$ cat src/led_switch_pkg.sv
// Constants, field layouts and helper functions shared by the LED switch control block.
// Assumes a single 250 MHz clock; all times are converted to cycles of that clock.
package led_switch_pkg;

  ////////////////////////////////////////////////////////////////////////////
  // Register indices; the byte address is the index shifted by two.
  localparam logic [7:0] IDX_CUR_HIGH   = 8'h07;
  localparam logic [7:0] IDX_CUR_LOW    = 8'h08;
  localparam logic [7:0] IDX_DIRECT     = 8'h09;
  localparam logic [7:0] IDX_MEASURE    = 8'h0a;
  localparam logic [7:0] IDX_DELAY      = 8'h0b;
  localparam int         ADDR_SHIFT     = 2;
  localparam int         MIN_ADDR_W     = 6;

  localparam logic [7:0] REG_RESET      = 8'h00;
  localparam logic [1:0] CUR_HIGH_RESET = 2'h0;
  localparam logic [9:0] CUR_CODE_MAX   = 10'h3ff;

  ////////////////////////////////////////////////////////////////////////////
  // Field positions.
  localparam int CUR_HIGH_MSB  = 1;
  localparam int DIRECT_MSB    = 7;
  localparam int DIRECT_LSB    = 5;
  localparam int TRIM_MSB      = 4;
  localparam int MEAS_EN_BIT   = 7;
  localparam int CAL_DIS_BIT   = 6;
  localparam int GAIN_MSB      = 5;
  localparam int GAIN_LSB      = 4;
  localparam int SEL_MSB       = 3;

  ////////////////////////////////////////////////////////////////////////////
  // Timing.
  localparam int CLK_PERIOD_NS     = 4;
  localparam int OFF_LATENCY_MIN_NS = 333;
  localparam int OFF_LATENCY_MAX_NS = 444;
  localparam logic [15:0] OFF_LATENCY_CYCLES =
    16'((OFF_LATENCY_MIN_NS + CLK_PERIOD_NS - 1) / CLK_PERIOD_NS);
  localparam int DELAY_BASE_NS = 333;
  localparam int DELAY_STEP_NS = 111;

  // Channel select codes for switches 4, 5 and 6; code zero leaves all off.
  localparam logic [1:0] SEL_SW4 = 2'h1;
  localparam logic [1:0] SEL_SW5 = 2'h2;
  localparam logic [1:0] SEL_SW6 = 2'h3;

  typedef enum logic [2:0] {
    ST_IDLE     = 3'b001,
    ST_OFF_WAIT = 3'b010,
    ST_GAP_WAIT = 3'b100
  } change_state_t;

  ////////////////////////////////////////////////////////////////////////////
  // Gap in cycles for a delay code, rounded up; code zero adds nothing.
  function automatic logic [15:0] gap_cycles(input logic [7:0] code, input int base_ns, input int step_ns);
    int ns;
    ns = base_ns + (int'(code) - 1) * step_ns;
    gap_cycles = (code == 8'h00) ? 16'h0000 : 16'((ns + CLK_PERIOD_NS - 1) / CLK_PERIOD_NS);
  endfunction : gap_cycles

  // Bit 0 drives switch 4, bit 1 switch 5, bit 2 switch 6.
  function automatic logic [2:0] select_to_switch(input logic [1:0] sel);
    select_to_switch = (sel == SEL_SW4) ? 3'h1 :
                       (sel == SEL_SW5) ? 3'h2 :
                       (sel == SEL_SW6) ? 3'h4 : 3'h0;
  endfunction : select_to_switch

endpackage : led_switch_pkg

$ cat src/switch_changeover.sv
// Break-before-make sequencer for LED switches 4 to 6.
// Assumes led_channel_select and the direct-mode inputs are synchronous to clk.
`timescale 1ns/1ps
module switch_changeover
  import led_switch_pkg::*;
#(
  parameter int DELAY_BASE = DELAY_BASE_NS,
  parameter int DELAY_STEP = DELAY_STEP_NS
)(
  input  wire logic       clk,
  input  wire logic       resetn,
  input  wire logic       ce,
  input  wire logic [1:0] led_channel_select,
  input  wire logic       direct_mode_enable,
  input  wire logic [2:0] direct_bits,
  input  wire logic [7:0] delay_code,
  output logic      [2:0] switch_on,
  output logic            changeover_busy
);

  change_state_t state_q, state_d;
  logic [1:0]  sel_q;
  logic [1:0]  sel_d;
  logic [15:0] cnt_q, cnt_d;
  logic [2:0]  sw_q, sw_d;
  logic        busy_q;

  wire        sel_change = (led_channel_select != sel_q);
  wire        cnt_last   = (cnt_q == 16'h0001);
  wire [15:0] gap_len    = gap_cycles(delay_code, DELAY_BASE, DELAY_STEP);

  ////////////////////////////////////////////////////////////////////////////
  always_comb
  begin
    state_d = state_q;
    sel_d   = led_channel_select;
    cnt_d   = cnt_q;
    sw_d    = sw_q;
    if (direct_mode_enable)
    begin
      // [RQ4] direct switch drive
      state_d = ST_IDLE;
      sw_d    = direct_bits;
    end
    else
    begin
      case (state_q)
        ST_IDLE:
        begin
          if (sel_change)
          begin
            state_d = ST_OFF_WAIT;
            cnt_d   = OFF_LATENCY_CYCLES;
          end
          else
          begin
            sw_d = select_to_switch(sel_q);
          end
        end
        ST_OFF_WAIT:
        begin
          // [RQ8] off then gap
          cnt_d = cnt_q - 16'h0001;
          if (cnt_last)
          begin
            sw_d    = 3'h0;
            state_d = (gap_len == 16'h0000) ? ST_IDLE : ST_GAP_WAIT;
            cnt_d   = gap_len;
          end
        end
        ST_GAP_WAIT:
        begin
          cnt_d = cnt_q - 16'h0001;
          if (cnt_last)
          begin
            state_d = ST_IDLE;
          end
        end
        default:
        begin
          state_d = ST_IDLE;
          sw_d    = 3'h0;
        end
      endcase
    end
  end

  always_ff @(posedge clk or negedge resetn)
  begin
    if (!resetn)
    begin
      state_q <= ST_IDLE;
      sel_q   <= 2'h0;
      cnt_q   <= 16'h0000;
      sw_q    <= 3'h0;
      busy_q  <= 1'b0;
    end
    else if (ce)
    begin
      state_q <= state_d;
      sel_q   <= sel_d;
      cnt_q   <= cnt_d;
      sw_q    <= sw_d;
      busy_q  <= (state_d != ST_IDLE);
    end
  end

  assign switch_on       = sw_q;
  // Registered from the next state, so busy tracks the sequence without a decode glitch.
  assign changeover_busy = busy_q;

  ////////////////////////////////////////////////////////////////////////////
  a_direct_drive: assert property (@(posedge clk) disable iff (!resetn) // [RQ4]
    (ce && direct_mode_enable) |=> (switch_on == $past(direct_bits)))
    else $error("direct mode bits not driven onto switches");

  a_break_first: assert property (@(posedge clk) disable iff (!resetn) // [RQ8]
    (ce && !direct_mode_enable && state_q == ST_OFF_WAIT && cnt_last) |=> (switch_on == 3'h0))
    else $error("switches not all off after changeover latency");

  a_off_latency: assert property (@(posedge clk) disable iff (!resetn) // [RQ8]
    (ce && !direct_mode_enable && state_q == ST_IDLE && sel_change) |=> (cnt_q == OFF_LATENCY_CYCLES))
    else $error("changeover latency count wrong");

endmodule : switch_changeover

$ cat src/led_switch_control_regs.sv
// APB register bank for switch-6 current, direct switch control, measurement mux and changeover delay.
// Assumes an APB master on clk; led_channel_select and direct_mode_enable are synchronous to clk.
//
// Decided for this implementation: register access over APB.
`timescale 1ns/1ps
// Operation
// [RQ1] Register 08h holds switch-6 current code bits 7:0, read/write, reset zero.
// [RQ2] Register 07h bits 1:0 supply current code bits 9:8, joined with low byte.
// [RQ3] Every 10-bit current code up to 3FFh is applied unclamped.
// [RQ4] In direct mode, register 09h bits 7:5 drive switches 6, 5, 4.
// [RQ5] Register 09h is read/write, resets zero, bits 4:0 are undervoltage trim.
// [RQ6] Register 0Ah: enable, calibration disable, 2-bit gain, 4-bit input select; reset zero.
// [RQ7] Register 0Bh holds the changeover delay, read/write, reset zero.
// [RQ8] On select change switches go off after 333-444 ns, then programmed delay.
// [RQ9] Writes apply at end of access; reads return the last written value.
module led_switch_control_regs
  import led_switch_pkg::*;
#(
  parameter int ADDR_W     = 12,
  parameter int DELAY_BASE = DELAY_BASE_NS,
  parameter int DELAY_STEP = DELAY_STEP_NS
)(
  input  wire logic              clk,
  input  wire logic              resetn,
  input  wire logic              ce,
  input  wire logic              psel,
  input  wire logic              penable,
  input  wire logic              pwrite,
  input  wire logic [ADDR_W-1:0] paddr,
  input  wire logic [31:0]       pwdata,
  output logic      [31:0]       prdata,
  output logic                   pready,
  output logic                   pslverr,
  input  wire logic              direct_mode_enable,
  input  wire logic [1:0]        led_channel_select,
  output logic      [9:0]        switch6_current_code,
  output logic      [4:0]        undervoltage_threshold_trim,
  output logic                   measure_frontend_enable,
  output logic                   measure_calibration_disable,
  output logic      [1:0]        measure_gain,
  output logic      [3:0]        measure_input_select,
  output logic      [2:0]        switch_on,
  output logic                   changeover_busy
);

  ////////////////////////////////////////////////////////////////////////////
  // Elaboration checks.
  // A narrower address bus could not reach the upper registers.
  if (ADDR_W < MIN_ADDR_W)
  begin : g_addr_check
    $error("ADDR_W too narrow for the register map");
  end
  if (DELAY_BASE < 1 || DELAY_STEP < 0)
  begin : g_delay_check
    $error("changeover delay timing must be positive");
  end

  // Registers sit one to an aligned 32-bit word, at four times their index.
  function automatic logic [ADDR_W-1:0] byte_addr(input logic [7:0] idx);
    byte_addr = ADDR_W'(idx) << ADDR_SHIFT;
  endfunction : byte_addr

  ////////////////////////////////////////////////////////////////////////////
  // Register state.
  logic [1:0]  cur_high_q, cur_high_d;
  logic [7:0]  cur_low_q, cur_low_d;
  logic [7:0]  direct_q, direct_d;
  logic [7:0]  measure_q, measure_d;
  logic [7:0]  delay_q, delay_d;
  logic [31:0] prdata_q, prdata_d;
  logic        pready_q, pready_d;
  logic        pslverr_q, pslverr_d;

  ////////////////////////////////////////////////////////////////////////////
  // Address decode.
  wire hit_high    = (paddr == byte_addr(IDX_CUR_HIGH));
  wire hit_low     = (paddr == byte_addr(IDX_CUR_LOW));
  wire hit_direct  = (paddr == byte_addr(IDX_DIRECT));
  wire hit_measure = (paddr == byte_addr(IDX_MEASURE));
  wire hit_delay   = (paddr == byte_addr(IDX_DELAY));
  wire hit_any     = hit_high | hit_low | hit_direct | hit_measure | hit_delay;

  wire setup_phase = psel & ~penable;
  // [RQ9] commit at access end
  wire access_done = psel & penable & pready_q;
  wire wr_commit   = access_done & pwrite & ~pslverr_q;
  // A refused write never lands, so an unmapped offset cannot alias onto a register.

  // Read data mux; narrow registers sit in the low bits with zeros above.
  wire [7:0] rd_byte =
    hit_high    ? {6'h00, cur_high_q} :
    hit_low     ? cur_low_q :
    hit_direct  ? direct_q :
    hit_measure ? measure_q :
    hit_delay   ? delay_q : 8'h00;

  ////////////////////////////////////////////////////////////////////////////
  // Bus answer: registered in the setup cycle, so every access has zero wait states.
  // The trade-off is that paddr must be settled at the setup edge, which the bus already demands.
  always_comb
  begin
    pready_d  = setup_phase;
    pslverr_d = setup_phase & ~hit_any;
    prdata_d  = prdata_q;
    if (setup_phase)
    begin
      prdata_d = (!pwrite && hit_any) ? {24'h000000, rd_byte} : 32'h00000000;
    end
  end

  ////////////////////////////////////////////////////////////////////////////
  // Register updates.
  // The decode is one-hot, so the order of the else-if chain gives no priority.
  always_comb
  begin
    cur_high_d = cur_high_q;
    cur_low_d  = cur_low_q;
    direct_d   = direct_q;
    measure_d  = measure_q;
    delay_d    = delay_q;
    if (wr_commit)
    begin
      // [RQ2] high current bits
      if (hit_high)
      begin
        cur_high_d = pwdata[CUR_HIGH_MSB:0];
      end
      // [RQ1] low current byte
      else if (hit_low)
      begin
        cur_low_d = pwdata[7:0];
      end
      // [RQ5] direct and trim
      else if (hit_direct)
      begin
        direct_d = pwdata[7:0];
      end
      // [RQ6] measurement controls
      else if (hit_measure)
      begin
        measure_d = pwdata[7:0];
      end
      // [RQ7] changeover delay
      else if (hit_delay)
      begin
        delay_d = pwdata[7:0];
      end
    end
  end

  always_ff @(posedge clk or negedge resetn)
  begin
    if (!resetn)
    begin
      cur_high_q <= CUR_HIGH_RESET;
      cur_low_q  <= REG_RESET;
      direct_q   <= REG_RESET;
      measure_q  <= REG_RESET;
      delay_q    <= REG_RESET;
    end
    else if (ce)
    begin
      cur_high_q <= cur_high_d;
      cur_low_q  <= cur_low_d;
      direct_q   <= direct_d;
      measure_q  <= measure_d;
      delay_q    <= delay_d;
    end
  end

  always_ff @(posedge clk or negedge resetn)
  begin
    if (!resetn)
    begin
      prdata_q  <= 32'h00000000;
      pready_q  <= 1'b0;
      pslverr_q <= 1'b0;
    end
    else if (ce)
    begin
      prdata_q  <= prdata_d;
      pready_q  <= pready_d;
      pslverr_q <= pslverr_d;
    end
  end

  ////////////////////////////////////////////////////////////////////////////
  // Outputs; each bit is a register bit, so no decode glitch reaches the analog side.
  assign prdata  = prdata_q;
  assign pready  = pready_q;
  assign pslverr = pslverr_q;

  // [RQ3] full code range
  assign switch6_current_code        = {cur_high_q, cur_low_q};
  assign undervoltage_threshold_trim = direct_q[TRIM_MSB:0];
  assign measure_frontend_enable     = measure_q[MEAS_EN_BIT];
  assign measure_calibration_disable = measure_q[CAL_DIS_BIT];
  assign measure_gain                = measure_q[GAIN_MSB:GAIN_LSB];
  assign measure_input_select        = measure_q[SEL_MSB:0];

  ////////////////////////////////////////////////////////////////////////////
  // Changeover sequencer.
  switch_changeover #(
    .DELAY_BASE (DELAY_BASE),
    .DELAY_STEP (DELAY_STEP)
  ) u_changeover (
    .clk                (clk),
    .resetn             (resetn),
    .ce                 (ce),
    .led_channel_select (led_channel_select),
    .direct_mode_enable (direct_mode_enable),
    .direct_bits        (direct_q[DIRECT_MSB:DIRECT_LSB]),
    .delay_code         (delay_q),
    .switch_on          (switch_on),
    .changeover_busy    (changeover_busy)
  );

  ////////////////////////////////////////////////////////////////////////////
  // Checks.
  a_low_byte_write: assert property (@(posedge clk) disable iff (!resetn) // [RQ1]
    (ce && wr_commit && hit_low) |=> (switch6_current_code[7:0] == $past(pwdata[7:0])))
    else $error("low current byte not stored");

  a_high_bits_join: assert property (@(posedge clk) disable iff (!resetn) // [RQ2]
    (ce && wr_commit && hit_high) |=>
      (switch6_current_code[9:8] == $past(pwdata[1:0])) && $stable(switch6_current_code[7:0]))
    else $error("high current bits not joined");

  a_code_unclamped: assert property (@(posedge clk) disable iff (!resetn) // [RQ3]
    (ce && wr_commit && hit_low && switch6_current_code[9:8] == CUR_CODE_MAX[9:8]) |=>
      (switch6_current_code == {CUR_CODE_MAX[9:8], $past(pwdata[7:0])}))
    else $error("current code altered");

  a_trim_field: assert property (@(posedge clk) disable iff (!resetn) // [RQ5]
    (ce && wr_commit && hit_direct) |=> (undervoltage_threshold_trim == $past(pwdata[4:0])))
    else $error("trim field not stored");

  a_measure_fields: assert property (@(posedge clk) disable iff (!resetn) // [RQ6]
    (ce && wr_commit && hit_measure) |=>
      (measure_frontend_enable == $past(pwdata[7])) && (measure_gain == $past(pwdata[5:4]))
      && (measure_input_select == $past(pwdata[3:0])) && (measure_calibration_disable == $past(pwdata[6])))
    else $error("measurement fields not stored");

  a_delay_readback: assert property (@(posedge clk) disable iff (!resetn) // [RQ7]
    (ce && setup_phase && !pwrite && hit_delay) |=> (prdata[7:0] == $past(delay_q)))
    else $error("delay register read back wrong");

  a_read_last: assert property (@(posedge clk) disable iff (!resetn) // [RQ9]
    (access_done && !pwrite && hit_measure && !$past(wr_commit)) |-> (prdata[7:0] == measure_q))
    else $error("read does not return last written value");

  a_no_early_write: assert property (@(posedge clk) disable iff (!resetn) // [RQ9]
    (ce && setup_phase && pwrite && hit_low) |=> $stable(cur_low_q))
    else $error("write applied before access end");

  a_ready_one_cycle: assert property (@(posedge clk) disable iff (!resetn) // [RQ9]
    (ce && setup_phase) |=> pready ##1 (!ce || !pready || setup_phase))
    else $error("ready timing wrong");

  ////////////////////////////////////////////////////////////////////////////
  // Refusal, hold, read padding, store and ready checks; a register may move only at its own access edge.
  a_unmapped_error: assert property (@(posedge clk) disable iff (!resetn) // [RQ9]
    (ce && setup_phase && !hit_any) |=> (pready && pslverr && (prdata == 32'h00000000)))
    else $error("unmapped access not refused");

  a_refused_write: assert property (@(posedge clk) disable iff (!resetn) // [RQ9]
    (access_done && pwrite && pslverr_q) |=>
      ($stable(switch6_current_code) && $stable(direct_q) && $stable(measure_q) && $stable(delay_q)))
    else $error("refused write changed a register");

  a_upper_lanes_zero: assert property (@(posedge clk) disable iff (!resetn) // [RQ9]
    pready |-> (prdata[31:8] == 24'h000000))
    else $error("read data above the low byte not zero");

  a_high_read_pad: assert property (@(posedge clk) disable iff (!resetn) // [RQ2]
    (ce && setup_phase && !pwrite && hit_high) |=>
      ((prdata[7:2] == 6'h00) && (prdata[1:0] == $past(cur_high_q))))
    else $error("high current bits read back wrong");

  a_code_held: assert property (@(posedge clk) disable iff (!resetn) // [RQ9]
    !(ce && wr_commit) |=> $stable(switch6_current_code))
    else $error("current code moved without a write");

  a_trim_held: assert property (@(posedge clk) disable iff (!resetn) // [RQ5]
    (ce && wr_commit && !hit_direct) |=> $stable(undervoltage_threshold_trim))
    else $error("trim field moved without its own write");

  a_measure_held: assert property (@(posedge clk) disable iff (!resetn) // [RQ6]
    (ce && wr_commit && !hit_measure) |=> $stable(measure_q))
    else $error("measurement controls moved without their own write");

  a_cur_low_held: assert property (@(posedge clk) disable iff (!resetn) // [RQ1]
    (ce && wr_commit && !hit_low) |=> $stable(cur_low_q))
    else $error("low current byte moved without its own write");

  a_delay_stored: assert property (@(posedge clk) disable iff (!resetn) // [RQ7]
    (ce && wr_commit && hit_delay) |=> (delay_q == $past(pwdata[7:0])))
    else $error("changeover delay not stored");

  a_delay_held: assert property (@(posedge clk) disable iff (!resetn) // [RQ7]
    (ce && wr_commit && !hit_delay) |=> $stable(delay_q))
    else $error("changeover delay moved without its own write");

  a_ready_needs_setup: assert property (@(posedge clk) disable iff (!resetn) // [RQ9]
    (ce && !setup_phase) |=> !pready)
    else $error("ready raised without a setup cycle");

endmodule : led_switch_control_regs

$ cat config.mk
export PLATFORM = sky130hd
export DESIGN_NAME = led_switch_control_regs
export DESIGN_NICKNAME = d
export VERILOG_FILES = /design/src/led_switch_pkg.sv /design/src/switch_changeover.sv /design/src/led_switch_control_regs.sv
export SDC_FILE = /design/constraint.sdc
export NUM_CORES = 1
export LEC_CHECK = 0
export BUFFER_PORTS_ARGS = -buffer_cell sky130_fd_sc_hd__buf_2
export CORE_MARGIN = 10
export CORE_UTILIZATION = 55
export DETAILED_ROUTE_END_ITERATION = 7
export HOLD_SLACK_MARGIN = 0.08
export PLACE_DENSITY = 0.87
export SKIP_CTS_REPAIR_TIMING = 1
export SYNTH_ARGS = -nofsm -noshare
export SYNTH_HDL_FRONTEND = slang
export SYNTH_HIERARCHICAL = 1
export SYNTH_SLANG_ARGS = --single-unit
$ cat constraint.sdc
create_clock -name clk -period 18.4 [get_ports clk]
set_input_delay 0.92 -clock clk [delete_from_list [all_inputs] [get_ports clk]]
set_output_delay 0.92 -clock clk [all_outputs]
set_load 0.1 [all_outputs]
==> impl_metrics.ini, run 1 <==
[critical_path]
crit_path_max_incr_delay_ns = 0.75
reg2reg_depth = 32
r2r-start = delay_q[0]$_DFFE_PN0P_
crit_path_end_kind = register
critical_path_arrival_ns = 9.23
start_kind = register
path_common_cell = inv_1
path_class = register to register
crit_fanout = 9
reg2reg_slack_ns = 9.38
crit_slowest_cell = a2111oi_0
cp.required_ns = 18.61
timing.rr.end = u_changeover/state_q[2]$_DFFE_PN0P_

[cts]
clkTransAtPathRegs_ns = 0.06
cts.sinks = 69
cts_tree = done
cts_buffer_depth = 2
worstSkewPairLatency_ns = 0.34
cts_max_level = 3
clock-root-buffer = clkbuf_16
cts_inserted_buffers = 9

[power_and_ir_drop]
power_frac_clock = 0.378
switchingPower_mw = 0.1609
p_sw_frac = 0.3625
power_leakage_nw = 3.569
pwr-share-comb = 0.240
power_density_nw_per_um2 = 64.33
irDropWorstVdd_mv = 0.07894
internal_power_mw = 0.2830
power_frac_seq = 0.383

[placed_design]
place_area_um2 = 6618
gp_congestion = 0.8764
numPortBuffers = 65
dp_hpwl_um = 11030

[logic_synthesis]
yosysSeqAreaShare = 0.2731
synth-main-ff-cell = dfrtp_1
yosys-top-cells-area = dfrtp_1, ha_1, fa_1
syn_area_um2 = 6327
yosysMostFrequentCell = inv_1
synth_top_area_frac = 0.2689
syn_avg_cell_area_um2 = 9.472
synthTopCellsByCount = inv_1, dfrtp_1, ha_1
ys_seq_elements = 69
synth-edff-count = 0
synth_warnings = 6
yosysUniqueCellTypes = 83
ys_async_sr_fraction = 1.000
synth_top_area_cell = dfrtp_1
postSynthCellCount = 668

[grt]
grt_use_total = 0.1766
grt_pass1_wl_um = 24020
grt_pass1_vias = 5083
antenna_found_initial = 0
grt_overflow = 0
grt_max_degree = 70

[floorplan]
die_w_um = 127.3
dieArea_um2 = 16190
die_y_um = 127.3
core_um2 = 11320
ios = 114
initial_utilization = 0.5589
fp-row-count = 39

[timing]
slew_headroom = 0.4130
min_period_over_period = 0.4902
max_freq_ghz = 0.1109
finalHoldViolations = 0
min_period_ns = 9.020
tns_ns = 0
worstMarginPinSlew_ns = 0.8753
fin_skew_ns = 0.008462
rsz0062_at_grt = no
slew_viol_final = 0
setup_viol = 0

[hold_path]
hold_depth = 2
min_path_type = register to register
whs_endpoint = prdata[1]$_DFFE_PN0P_
hold_path.startpoint = prdata[1]$_DFFE_PN0P_

[detailed_routing]
vias_per_cell = 5.710
routedWlPerCell_um = 16.59
wl_um = 14420
via_count = 4962
route.detailed.drc = 0
dr.pass1.iters = 5
ant_nets = 0
drtIter0Drc = 369

[layout]
area_growth_pct = 9.077
final_nets = 849
finalInstanceArea_um2 = 6902
diodes = 0
drive_above_1_share = 0.2025

[status]
status = complete, no violations

[flow_run]
cap_violations = 0
-- per-layer routing --
layer  vias to the layer above  global-route usage  share of wire
met5                         -                   0              0
met1                      2411              0.1948           0.41
li1                       2386                   -              -
met2                       142              0.3156           0.51
met4                         0             0.05090          0.015
met3                        23             0.05914          0.067
-- state kept, by name, indices dropped and copies added (netlist names), 3 cells and up --
| register | cells |
|---|---|
| u_changeover/cnt_q | 16 |
| cur_low_q | 8 |
| u_changeover/state_q | 3 |
| u_changeover/switch_on | 3 |
| direct_q | 8 |
| delay_q | 8 |
| measure_q | 8 |
| prdata | 8 |
-- layout by cell type (no fill, tap or decap), types with 25 or more instances in the layout --
| master | instances |
|---|---|
| a21oi_1 | 28 |
| o21ai_0 | 40 |
| fa_1 | 28 |
| conb_1 | 25 |
| ha_1 | 47 |
| nand2_1 | 34 |
| buf_2 | 65 |
| nor2_1 | 36 |
| inv_1 | 94 |
| mux2_2 | 30 |
| dfrtp_1 | 68 |
-- per-stage QoR --
step	worst slack [ns]	hold WS [ns]	std cells	utilization	total power [mW]
finish	9.380	0.4721	869	0.6096	0.4440
global placement	9.451	0.4577	853	0.5845	0.2749
CTS	9.324	0.4747	869	0.6096	0.4447
floorplan	10.47	0.4605	691	-	0.2581
detailed placement	9.415	0.4612	853	0.5845	0.2771
global route	8.796	0.5006	869	0.6096	0.4625
-- power groups by stage --
stage | logic, mW | registers [mW] | clock network, mW
floorplan | 0.0765 | 0.182 | 0
global placement | 0.103 | 0.172 | 0
detailed placement | 0.105 | 0.172 | 0
CTS | 0.105 | 0.170 | 0.170
global route | 0.116 | 0.171 | 0.175
finish | 0.106 | 0.170 | 0.168
-- how the worst max path moves through the flow --
stage	startpoint	endpoint	slack, ns	depth (start not counted)
final	delay_q[0]$_DFFE_PN0P_	u_changeover/state_q[2]$_DFFE_PN0P_	9.38	32
after global routing	delay_q[0]$_DFFE_PN0P_	u_changeover/state_q[2]$_DFFE_PN0P_	8.80	32
after floorplan	delay_q[0]$_DFFE_PN0P_	u_changeover/state_q[2]$_DFFE_PN0P_	10.47	33
after global placement	delay_q[0]$_DFFE_PN0P_	u_changeover/changeover_busy$_DFFE_PN0P_	9.45	32
after CTS	delay_q[0]$_DFFE_PN0P_	u_changeover/state_q[2]$_DFFE_PN0P_	9.32	32
after detailed placement	delay_q[0]$_DFFE_PN0P_	u_changeover/changeover_busy$_DFFE_PN0P_	9.42	32
-- kinds of logic (layout without fill, tap and decap cells) --
kind of cell,after synthesis,count (layout),synth area share
simple gates,171,171,0.1612
buf+inv,142,177,0.1056
compound gates,135,135,0.1396
fa+ha+maj,75,75,0.1815
flops,69,69,0.2731
mux,45,45,0.09531
xor+xnor,29,29,0.04252
other cells,2,25,0.001187
-- critical path: cells and delay by family (launching register included) --
kind | cells | cell delay (ns)
adders and majority gates | 7 | 2.59
xor gates and xnor gates | 1 | 0.16
and+or+nand+nor | 11 | 2.98
buffers and inverters | 6 | 0.71
AOI/OAI and AO/OA | 7 | 1.90
DFF | 1 | 0.51
-- final cells by class --
class	instances	area, µm²
Clock buffer	10	239.0
Clock inverter	6	45.04
Fill cell	913	4419
Inverter	94	352.8
Multi-Input combinational cell	480	4018
Sequential cell	69	1728
Tap cell	143	178.9
Timing Repair Buffer	67	340.3
Power figures use the tool's default switching activity.
==> inputs of run 2 (changes only) <==
- CORE_UTILIZATION: 55 -> 52
- PLACE_DENSITY: 0.87 -> 0.86
- clock period: 18.4 -> 7.7 ns (I/O delays scaled with it)
==> run 2 against run 1 <==
Net effect: clock power up 130%; die area up 4.9%; hold slack worse by 0.26 ns; non-clock buffer count up 49; critical path type unchanged; highest routed layer unchanged.
==> impl_metrics.ini, run 2 (synthesis results as in run 1) <==
[status]
status = complete, no violations

[grt]
grt_max_degree = 70
grt_pass1_wl_um = 26410
grt_overflow = 0
grt_use_total = 0.1913
antenna_found_initial = 1
grt_pass1_vias = 5553

[critical_path]
crit_slowest_cell = or4_4
r2r-start = delay_q[0]$_DFFE_PN0P_
crit_fanout = 3
timing.rr.end = u_changeover/state_q[0]$_DFFE_PN1P_
path_class = register to register
crit_family = simple AND/OR/NAND/NOR gates
path_buf_inv = 5
crit_path_max_incr_delay_ns = 0.57
crit_path_end_kind = register
cp.required_ns = 8.00
reg2reg_slack_ns = 0.18
critical_path_arrival_ns = 7.82
path_common_cell = fa_1
reg2reg_depth = 30
start_kind = register

[detailed_routing]
wl_um = 16660
ant_nets = 0
via_count = 5373
route.detailed.drc = 0
vias_per_cell = 5.821
drtIter0Drc = 314
dr.pass1.iters = 5
routedWlPerCell_um = 18.05

[timing]
max_freq_ghz = 0.1329
min_period_ns = 7.523
tns_ns = 0
finalHoldViolations = 0
rsz0062_at_grt = yes
slew_headroom = 0.3429
setup_viol = 0
min_period_over_period = 0.9770
worstMarginPinSlew_ns = 0.9781
slew_viol_final = 0
fin_skew_ns = 0.01218

[floorplan]
initial_utilization = 0.5290
core_um2 = 11960
die_w_um = 130.3
fp-row-count = 40
die_y_um = 130.3
dieArea_um2 = 16980
ios = 114

[layout]
final_common_cell = inv_1
drive_above_1_share = 0.3006
area_growth_pct = 18.86
finalInstanceArea_um2 = 7521
fillers = 940
largest_register_ffs = 16
final_nets = 898
regMostFlops = u_changeover/cnt_q
layout_common_cells = inv_1, dfrtp_1, buf_2, buf_4, ha_1
fin_cells = 923

[cts]
clkTransAtPathRegs_ns = 0.07
cts.sinks = 69
cts_max_level = 3
worstSkewPairLatency_ns = 0.35
cts_tree = done
cts_buffer_depth = 2
cts_inserted_buffers = 9
clock-root-buffer = clkbuf_16

[power_and_ir_drop]
irDropWorstVdd_mv = 0.1266
power_density_nw_per_um2 = 141.6
power_leakage_nw = 3.838

[placed_design]
gp_congestion = 0.8762
place_area_um2 = 6959
numPortBuffers = 65
dp_hpwl_um = 11830
dp_cells = 901

[hold_path]
min_path_type = primary input to async pin

[flow_run]
cap_violations = 0
-- run 2: cell types whose count changed in the layout (fill, tap and decap cells not counted), sizes merged --
cell	delta
diode	+1
clkinvlp	-2
clkinv	+3
buf	+49
inv	-1
-- run 2: per-layer routing --
metal | global-route usage | up-vias | wire length [µm]
met4 | 0.09722 | 0 | 688
met5 | 0 | - | 0
met3 | 0.04016 | 49 | 889
met1 | 0.2091 | 2624 | 6348
li1 | - | 2493 | -
met2 | 0.3422 | 207 | 8734
-- run 2: worst max path at each step --
stage | startpoint | cells after the start | endpoint | slack (ns)
2_1_floorplan | delay_q[0]$_DFFE_PN0P_ | 33 | u_changeover/state_q[2]$_DFFE_PN0P_ | 0.02
3_3_place_gp | delay_q[0]$_DFFE_PN0P_ | 30 | u_changeover/changeover_busy$_DFFE_PN0P_ | 0.06
3_5_place_dp | delay_q[0]$_DFFE_PN0P_ | 30 | u_changeover/changeover_busy$_DFFE_PN0P_ | -0.20
4_1_cts | delay_q[3]$_DFFE_PN0P_ | 30 | u_changeover/state_q[2]$_DFFE_PN0P_ | -0.23
5_1_grt | delay_q[4]$_DFFE_PN0P_ | 30 | u_changeover/state_q[0]$_DFFE_PN1P_ | -0.15
6_report | delay_q[0]$_DFFE_PN0P_ | 30 | u_changeover/state_q[0]$_DFFE_PN1P_ | 0.18
-- run 2: per-stage QoR --
stage | util | power, mW | hold WS, ns | setup slack [ns]
2_1_floorplan | - | 0.6169 | 0.08941 | 0.01616
5_1_grt | 0.6288 | 1.111 | 0.2951 | -0.1492
3_3_place_gp | 0.5818 | 0.6624 | 0.4573 | 0.05882
3_5_place_dp | 0.5818 | 0.6682 | 0.4612 | -0.2003
6_report | 0.6288 | 1.065 | 0.2135 | 0.1769
4_1_cts | 0.6049 | 1.058 | 0.2720 | -0.2328
-- run 2: cell type report --
cell class,count,area (µm²),area share
multi-input combinational,480,4262,0.5666
timing repair buffer,116,711.9,0.09466
inverter,94,355.3,0.04725
clock inverter,6,47.55,0.006322
tap,147,183.9,0.02446
antenna,1,2.502,0.0003327
sequential,69,1729,0.2299
clock buffer,10,229.0,0.03044
-- run 2: power by group --
group	internal, mW	switching, mW
clock	0.220	0.168
combinational	0.0723	0.199
sequential	0.383	0.0217
total	0.676	0.389
